--- src/logic/lecr_pkg.sv ---
/*
 * Constants and carrier types for the lookup engine control registers.
 * Assumes a single 50 MHz system clock and an 8-bit management register port.
 */
`default_nettype none

package lecr_pkg;

   // ************************************************************
   // Register map
   // ************************************************************
   localparam logic [15:0] ADDR_CTRL_ONE = 16'h0311;
   localparam logic [15:0] ADDR_CTRL_TWO = 16'h0312;
   localparam logic [15:0] ADDR_AGE_BASE = 16'h0313;

   // ************************************************************
   // Field positions
   // ************************************************************
   localparam int BIT_FLUSH_ALL   = 5;
   localparam int BIT_FLUSH_MSTP  = 4;
   localparam int BIT_AGE_EN      = 2;
   localparam int BIT_DT_TRAP     = 6;
   localparam int BIT_DYN_VFILT   = 5;
   localparam int BIT_STAT_VFILT  = 4;
   localparam int FLUSH_SEL_HI    = 3;
   localparam int FLUSH_SEL_LO    = 2;
   localparam int PRIO_SEL_HI     = 1;
   localparam int PRIO_SEL_LO     = 0;

   // ************************************************************
   // Reset values
   // ************************************************************
   localparam logic [7:0] RST_CTRL_TWO = 8'h00;
   localparam logic [7:0] RST_AGE_BASE = 8'h4b;
   localparam logic       RST_AGE_EN   = 1'b1;

   // ************************************************************
   // Ports and priority selection
   // ************************************************************
   localparam int         NUM_PORTS     = 3;
   localparam logic [2:0] HOST_PORT_MAP = 3'h4;
   localparam logic [1:0] PRIO_FROM_DA  = 2'h0;
   localparam logic [1:0] PRIO_FROM_SA  = 2'h1;
   localparam logic [1:0] PRIO_HIGHER   = 2'h2;
   localparam logic [1:0] PRIO_LOWER    = 2'h3;

   // ************************************************************
   // Timing
   // ************************************************************
   localparam longint CLK_HZ      = 50_000_000;
   localparam longint AGE_UNIT_S  = 1;
   localparam int     SEC_CYCLES  = int'(AGE_UNIT_S * CLK_HZ);

   typedef struct packed {
      logic       valid;
      logic       hit;
      logic       is_static;
      logic       reserved_mcast;
      logic [2:0] alu_map;
      logic [2:0] vlan_map;
      logic [2:0] da_prio;
      logic [2:0] sa_prio;
   } lecr_lookup_t;

   typedef struct packed {
      logic       valid;
      logic [2:0] port_map;
      logic [2:0] prio;
   } lecr_fwd_t;

endpackage

`default_nettype wire

--- src/logic/lecr_regs.sv ---
/*
 * Lookup engine control registers: forwarding map filter, priority choice,
 * flush scope and aging period. Assumes synchronous inputs on clk_sys_in and
 * a lookup result presented as one struct per cycle.
 */
`default_nettype none

module lecr_regs #(
   parameter int SEC_CYCLES = lecr_pkg::SEC_CYCLES
) (
   input  wire logic                  clk_sys_in,
   input  wire logic                  rst_n_in,
   input  wire logic [15:0]           reg_addr_in,
   input  wire logic [7:0]            reg_wdata_in,
   input  wire logic                  reg_wr_in,
   input  wire logic                  reg_rd_in,
   output logic [7:0]                 reg_rdata_out,
   input  wire logic                  double_tag_en_in,
   input  wire lecr_pkg::lecr_lookup_t lookup_in,
   output lecr_pkg::lecr_fwd_t        fwd_out,
   output logic                       flush_dyn_out,
   output logic                       flush_static_out,
   output logic                       flush_mstp_out,
   output logic                       age_step_out,
   output logic [7:0]                 age_period_out
);

   // ************************************************************
   // Register decode
   // ************************************************************
   wire wr_one = reg_wr_in && (reg_addr_in == lecr_pkg::ADDR_CTRL_ONE);
   wire wr_two = reg_wr_in && (reg_addr_in == lecr_pkg::ADDR_CTRL_TWO);
   wire wr_age = reg_wr_in && (reg_addr_in == lecr_pkg::ADDR_AGE_BASE);

   logic [7:0]  ctrl_two_q;
   logic [7:0]  age_base_q;
   logic        age_en_q;
   logic        flush_all_q;
   logic        flush_mstp_q;
   logic [7:0]  reg_rdata_q;
   logic [25:0] tick_cnt_q;
   logic [7:0]  sec_cnt_q;
   logic        age_step_q;
   logic        flush_dyn_q;
   logic        flush_stat_q;
   logic        flush_mstp_out_q;
   lecr_pkg::lecr_fwd_t fwd_q;

   wire [1:0] flush_sel = ctrl_two_q[lecr_pkg::FLUSH_SEL_HI:lecr_pkg::FLUSH_SEL_LO];
   wire [1:0] prio_sel  = ctrl_two_q[lecr_pkg::PRIO_SEL_HI:lecr_pkg::PRIO_SEL_LO];

   // Bits of the neighbouring register that this block does not own read zero
   wire [7:0] ctrl_one_rd = {2'h0, flush_all_q, flush_mstp_q, 1'b0, age_en_q, 2'h0};

   wire [7:0] rdata_d = (reg_addr_in == lecr_pkg::ADDR_CTRL_ONE) ? ctrl_one_rd :
                        (reg_addr_in == lecr_pkg::ADDR_CTRL_TWO) ? ctrl_two_q  :
                        (reg_addr_in == lecr_pkg::ADDR_AGE_BASE) ? age_base_q  : 8'h00;

   always_ff @(posedge clk_sys_in or negedge rst_n_in) begin
      if (!rst_n_in) begin
         ctrl_two_q  <= lecr_pkg::RST_CTRL_TWO;
         age_base_q  <= lecr_pkg::RST_AGE_BASE;
         age_en_q    <= lecr_pkg::RST_AGE_EN;
         reg_rdata_q <= 8'h00;
      end else begin
         if (wr_two) begin
            ctrl_two_q <= reg_wdata_in;
         end
         if (wr_age) begin
            age_base_q <= reg_wdata_in;
         end
         if (wr_one) begin
            age_en_q <= reg_wdata_in[lecr_pkg::BIT_AGE_EN];
         end
         if (reg_rd_in) begin
            reg_rdata_q <= rdata_d;
         end
      end
   end

   assign reg_rdata_out  = reg_rdata_q;
   assign age_period_out = age_base_q;

   // ************************************************************
   // Flush start
   // ************************************************************
   // Trigger bits hold for one cycle only, so a flush never restarts by itself
   wire flush_go = flush_all_q || flush_mstp_q;

   always_ff @(posedge clk_sys_in or negedge rst_n_in) begin
      if (!rst_n_in) begin
         flush_all_q      <= 1'b0;
         flush_mstp_q     <= 1'b0;
         flush_dyn_q      <= 1'b0;
         flush_stat_q     <= 1'b0;
         flush_mstp_out_q <= 1'b0;
      end else begin
         flush_all_q      <= wr_one && reg_wdata_in[lecr_pkg::BIT_FLUSH_ALL];
         flush_mstp_q     <= wr_one && reg_wdata_in[lecr_pkg::BIT_FLUSH_MSTP];
         flush_dyn_q      <= flush_go && flush_sel[0];
         flush_stat_q     <= flush_go && flush_sel[1];
         flush_mstp_out_q <= flush_mstp_q && (flush_sel != 2'h0);
      end
   end

   assign flush_dyn_out    = flush_dyn_q;
   assign flush_static_out = flush_stat_q;
   assign flush_mstp_out   = flush_mstp_out_q;

   // ************************************************************
   // Aging time base
   // ************************************************************
   // Period zero yields no aging step; entries then never expire
   wire tick     = (tick_cnt_q == 26'(SEC_CYCLES - 1));
   wire sec_last = (sec_cnt_q + 8'h01 >= age_base_q) && (age_base_q != 8'h00);

   always_ff @(posedge clk_sys_in or negedge rst_n_in) begin
      if (!rst_n_in) begin
         tick_cnt_q <= 26'h0;
         sec_cnt_q  <= 8'h00;
         age_step_q <= 1'b0;
      end else begin
         tick_cnt_q <= tick ? 26'h0 : tick_cnt_q + 26'h1;
         age_step_q <= tick && age_en_q && sec_last;
         if (!age_en_q || wr_age) begin
            sec_cnt_q <= 8'h00;
         end else if (tick) begin
            sec_cnt_q <= sec_last ? 8'h00 : sec_cnt_q + 8'h01;
         end
      end
   end

   assign age_step_out = age_step_q;

   // ************************************************************
   // Forwarding map and priority
   // ************************************************************
   wire filt_en = lookup_in.is_static ? ctrl_two_q[lecr_pkg::BIT_STAT_VFILT]
                                      : ctrl_two_q[lecr_pkg::BIT_DYN_VFILT];
   wire [2:0] hit_map  = filt_en ? (lookup_in.alu_map & lookup_in.vlan_map)
                                 : lookup_in.alu_map;
   wire trap = double_tag_en_in && ctrl_two_q[lecr_pkg::BIT_DT_TRAP]
               && lookup_in.reserved_mcast;
   wire [2:0] map_d = trap ? lecr_pkg::HOST_PORT_MAP : hit_map;

   wire da_hi = lookup_in.da_prio >= lookup_in.sa_prio;
   wire [2:0] prio_d =
      (prio_sel == lecr_pkg::PRIO_FROM_DA) ? lookup_in.da_prio :
      (prio_sel == lecr_pkg::PRIO_FROM_SA) ? lookup_in.sa_prio :
      (prio_sel == lecr_pkg::PRIO_HIGHER)  ? (da_hi ? lookup_in.da_prio : lookup_in.sa_prio)
                                           : (da_hi ? lookup_in.sa_prio : lookup_in.da_prio);

   always_ff @(posedge clk_sys_in or negedge rst_n_in) begin
      if (!rst_n_in) begin
         fwd_q <= '0;
      end else begin
         fwd_q.valid    <= lookup_in.valid && (lookup_in.hit || trap);
         fwd_q.port_map <= map_d;
         fwd_q.prio     <= prio_d;
      end
   end

   assign fwd_out = fwd_q;

   // ************************************************************
   // Checks
   // ************************************************************
   a_trap_host_only: assert property (@(posedge clk_sys_in) disable iff (!rst_n_in)
      (lookup_in.valid && trap) |=> (fwd_out.port_map == lecr_pkg::HOST_PORT_MAP))
      else $error("trapped frame not sent to host port only");

   a_dyn_vlan_and: assert property (@(posedge clk_sys_in) disable iff (!rst_n_in)
      (lookup_in.valid && !lookup_in.is_static && !trap)
      |=> (fwd_out.port_map == ($past(ctrl_two_q[lecr_pkg::BIT_DYN_VFILT])
          ? ($past(lookup_in.alu_map) & $past(lookup_in.vlan_map)) : $past(lookup_in.alu_map))))
      else $error("dynamic hit map wrong");

   a_stat_vlan_and: assert property (@(posedge clk_sys_in) disable iff (!rst_n_in)
      (lookup_in.valid && lookup_in.is_static && !trap)
      |=> (fwd_out.port_map == ($past(ctrl_two_q[lecr_pkg::BIT_STAT_VFILT])
          ? ($past(lookup_in.alu_map) & $past(lookup_in.vlan_map)) : $past(lookup_in.alu_map))))
      else $error("static hit map wrong");

   a_flush_scope: assert property (@(posedge clk_sys_in) disable iff (!rst_n_in)
      (wr_one && reg_wdata_in[lecr_pkg::BIT_FLUSH_ALL] && !wr_two)
      |-> ##2 ((flush_dyn_out == $past(flush_sel[0], 2))
               && (flush_static_out == $past(flush_sel[1], 2))))
      else $error("flush scope does not follow selection");

   a_flush_none: assert property (@(posedge clk_sys_in) disable iff (!rst_n_in)
      (flush_sel == 2'h0) |=> !flush_dyn_out && !flush_static_out && !flush_mstp_out)
      else $error("flush ran with selection zero");

   a_prio_lower: assert property (@(posedge clk_sys_in) disable iff (!rst_n_in)
      (prio_sel == lecr_pkg::PRIO_LOWER)
      |=> (fwd_out.prio <= $past(lookup_in.da_prio)) && (fwd_out.prio <= $past(lookup_in.sa_prio)))
      else $error("lower priority choice wrong");

   a_prio_higher: assert property (@(posedge clk_sys_in) disable iff (!rst_n_in)
      (prio_sel == lecr_pkg::PRIO_HIGHER)
      |=> (fwd_out.prio >= $past(lookup_in.da_prio)) && (fwd_out.prio >= $past(lookup_in.sa_prio)))
      else $error("higher priority choice wrong");

   a_age_gated: assert property (@(posedge clk_sys_in) disable iff (!rst_n_in)
      age_step_out |-> $past(age_en_q) && $past(tick))
      else $error("aging step without enable or tick");

   a_flush_trigger: assert property (@(posedge clk_sys_in) disable iff (!rst_n_in)
      (flush_dyn_out || flush_static_out) |-> $past(flush_go))
      else $error("flush without trigger");

   a_tick_period: assert property (@(posedge clk_sys_in) disable iff (!rst_n_in)
      tick |=> (tick_cnt_q == 26'h0))
      else $error("second counter did not wrap");

   a_age_count: assert property (@(posedge clk_sys_in) disable iff (!rst_n_in)
      (age_base_q != 8'h00) |-> (sec_cnt_q < age_base_q) || $past(wr_age))
      else $error("seconds count passed age period");

endmodule // lecr_regs

`default_nettype wire

--- config.mk ---
export PLATFORM = sky130hd
export DESIGN_NAME = lecr_regs
export DESIGN_NICKNAME = d
export VERILOG_FILES = /design/src/logic/lecr_pkg.sv /design/src/logic/lecr_regs.sv
export SDC_FILE = /design/constraint.sdc
export NUM_CORES = 1
export LEC_CHECK = 0
export BUFFER_PORTS_ARGS = -buffer_cell sky130_fd_sc_hd__buf_4
export CORE_MARGIN = 4
export CORE_UTILIZATION = 42
export DETAILED_ROUTE_END_ITERATION = 8
export PLACE_DENSITY = 0.68
export RECOVER_POWER = 100
export SETUP_SLACK_MARGIN = 0.05
export SYNTH_ARGS = -nofsm -noshare
export SYNTH_HDL_FRONTEND = slang
export SYNTH_SLANG_ARGS = --single-unit
--- constraint.sdc ---
create_clock -name clk_sys_in -period 2.39 [get_ports clk_sys_in]
set_input_delay 0.1195 -clock clk_sys_in [delete_from_list [all_inputs] [get_ports clk_sys_in]]
set_output_delay 0.1195 -clock clk_sys_in [all_outputs]
set_load 0.01 [all_outputs]
==> results.yml <==
yosys:
  syn_area_um2: 3590
  synth_cell_types: 54
  avgSynthCellArea_um2: 10.9
  ys.warnings.count: 0
  synthCells: 328
  yosysSeqAreaShare_pct: 50.4
  synth_fp_nets: 386
  synth_flop_cell: "dfrtp_1"
  ys_ff_latch: 72
  async_reset_ff_share_pct: 100
  synth_edf_count: 0
global_routing:
  gr-total-overflow: 0
  antenna_found_initial: 0
  grt_pass1_vias: 2878
  grt_use_total_pct: 17.8
  grt_pass1_wl_um: 14000
  grt_start_max_net_pins: 73
routing:
  antenna_left: 0
  dr.first_iter.drc_count: 95
  routed_wl_um: 8690
  drc: 0
  num_vias: 2826
  first_pass_iters: 4
  wl_per_cell_um: 15.8
  vias_per_cell: 5.14
layout:
  layout.nets: 498
  areaGrowthSynthToFinish_pct: 33.8
  layout.cells.non_filler: 550
  final_cell_mix: "buf_4, dfrtp_1, nor2_1"
  antennaDiodeCount: 0
  layout_commonest_cell: "buf_4"
  drive_gt1_share_pct: 29.4
critical_path:
  required_ns: 2.67
  path_cells: "and3_1 > nand3_2 > buf_6 > xnor2_2 > ha_1 > and3_4 > a221oi_2 > o32a_4 > nand4b_1 > a31oi_1"
  crit_family: "compound AO/OA/AOI/OAI gates"
  critical-path-max-stage-delay_ns: 0.39
  start_kind: "flop"
  crit_path_max_fanout: 8
  path_class: "flop to flop"
  cp_slowest_cell: "dfrtp_1"
  path_buf_inv: 1
  worstSetupEndpointType: "flop"
  worst_ep_arrival_time_ns: 2.73
clock_network:
  htree_levels: 3
  cts_tree: "built"
  clock-root-buffer: "clkbuf_8"
  clk_path_buf_depth: 2
  numCtsBuffers: 9
  insertion_delay_ns: 0.36
  path_clk_slew_ns: 0.08
  cts_sinks: 72
timing:
  fin_crit_sh_pct: 103
  hold_viol: 0
  whs_ns: 0.00315
  setup_tns_ns: -0.295
  tightest_slew_ns: 1.74
  maxSlewHeadroom_pct: -16.3
  rsz0062_at_grt: "yes"
  fin_worst_skew_ns: 0.00970
  layout_setup_ws_ns: -0.0609
  finalSetupViolCount: 8
  period_needed_ns: 2.45
  fmax_mhz: 408
  timing.final.max_slew_violations: 73
power_and_ir_drop:
  power_frac_comb_pct: 6.3
  powerDensity_nw_per_um2: 492
  peakVddDrop_mv: 0.230
  p_sw_mw: 0.565
  leakage_nw: 2.33
  power.internal_mw: 1.80
  seqPwrFrac_pct: 51.8
  p_clk_share_pct: 41.9
  sw_frac_of_total_pct: 23.9
place:
  port_buffers: 71
  hpwlAfterDp_um: 6040
  dp_cells: 509
  place_congestion: 0.786
  place_ws_ns: -0.0993
floorplan:
  die_area_um2: 10100
  die_y_um: 100
  core_area_um2: 8260
  io-pin-count: 72
  start_util_pct: 43.5
  placementRows: 33
  die_x_um: 100
status:
  violations: "capacitance limit, slew limit, setup timing"
  outcome: "finished with violations"
job:
  cap_violations: 1
worst_hold_path:
  hp-class: "input pin to flop"
Yosys cell counts, types with 2 or more instances:
cell / count / area (um2)
dfrtp_1: 67 / 1680
nor2_1: 30 / 113
nand2_1: 23 / 86.3
inv_1: 20 / 75.1
nand3_1: 18 / 90.1
mux2_1: 16 / 180
xor2_1: 16 / 140
xnor2_1: 15 / 131
ha_1: 13 / 163
and3_1: 8 / 50.1
nand4_1: 8 / 50.1
o21ai_1: 8 / 40.0
mux2i_1: 6 / 60.1
dfstp_2: 5 / 131
o22ai_1: 5 / 31.3
and2_1: 4 / 25.0
o21a_1: 4 / 30.0
o2bb2ai_1: 4 / 35.0
a22oi_1: 3 / 22.5
a31oi_1: 3 / 18.8
buf_2: 3 / 15.0
mux2_2: 3 / 33.8
nand2b_1: 3 / 18.8
nor3_1: 3 / 15.0
nor4_1: 3 / 18.8
a21o_1: 2 / 15.0
buf_1: 2 / 7.51
nand4_2: 2 / 25.0
nand4b_1: 2 / 17.5
nor3_2: 2 / 20.0
nor3b_1: 2 / 15.0
nor4bb_1: 2 / 20.0
o211a_1: 2 / 20.0
worst paths after layout:
kind | startpoint | to | slack [ns] | cells past startpoint
max | sec_cnt_q[2] | sec_cnt_q[2] | -0.06 | 10
min | lookup_in[11] | fwd_out[5] | 0.003 | 3
max reg2reg | sec_cnt_q[2] | sec_cnt_q[2] | -0.06 | 10
min reg2reg | tick_cnt_q[0] | tick_cnt_q[0] | 0.49 | 1
max in group asynchronous | rst_n_in | sec_cnt_q[1] | 0.47 | 2
min in group asynchronous | rst_n_in | fwd_out[0] | 0.76 | 2
cells by family after synthesis:
group	after synthesis	synth area share, %
adder cells (fa/ha/maj)	13	4.53
AO/OA/AOI/OAI	39	7.95
multiplexers	25	7.63
XOR/XNOR	31	7.56
AND/OR/NAND/NOR	122	19.1
buffers and inverters	26	2.82
flip-flops	72	50.4
tightest hold or removal path: stages:
cell and delay (ns):
buf_4 0.07, o21ai_0 0.06, nand2_1 0.07
final cells by class:
cell class | count | area, um2
clock buffer | 9 | 124
clock inverter | 7 | 77.6
fill | 721 | 3450
inverter | 20 | 75.1
multi-input combinational | 230 | 1830
sequential | 72 | 1810
tap | 105 | 131
timing repair buffer | 107 | 753
registers in the layout, indices dropped and copies added, names as in the netlist, 7 cells and up:
signal and flops:
reg_rdata_out 8, tick_cnt_q 26, age_period_out 8, ctrl_two_q 8, sec_cnt_q 8, fwd_out 7
stage by stage:
step | power (mW) | util, % | instance area (um2)
after floorplan | 1.29 | - | 3610
after global placement | 1.38 | 52.4 | 4330
after detailed placement | 1.39 | 52.4 | 4330
after CTS | 2.40 | 58.3 | 4810
after global routing | 2.46 | 58.2 | 4800
final | 2.36 | 58.2 | 4800
what timing repair did:
| action | CTS | global route |
|---|---|---|
| endpoints found under the hold margin | 80 | 0 |
| setup buffers | 8 | 3 |
| setup endpoints to repair | 9 | 8 |
| gates resized for setup | 13 | 13 |
| pin swaps | 12 | 15 |
| hold buffers | 14 | 0 |
power by group through the flow:
| stage | Sequential [mW] | Combinational [mW] | Clock [mW] |
|---|---|---|---|
| 5_1_grt | 1.23 | 0.164 | 1.07 |
| 6_report | 1.23 | 0.148 | 0.991 |
| 3_3_place_gp | 1.25 | 0.134 | 0 |
| 4_1_cts | 1.23 | 0.156 | 1.02 |
| 2_1_floorplan | 1.25 | 0.0324 | 0 |
| 3_5_place_dp | 1.25 | 0.137 | 0 |
metal layers:
layer | vias up | GRT usage [%] | share of wire [%]
met5 | - | 0 | 0
met4 | 0 | 6.74 | 1.7
met3 | 16 | 3.67 | 7.0
met2 | 80 | 28.6 | 47
met1 | 1349 | 23.8 | 44
li1 | 1381 | - | -
Power figures use the tool's default switching activity.
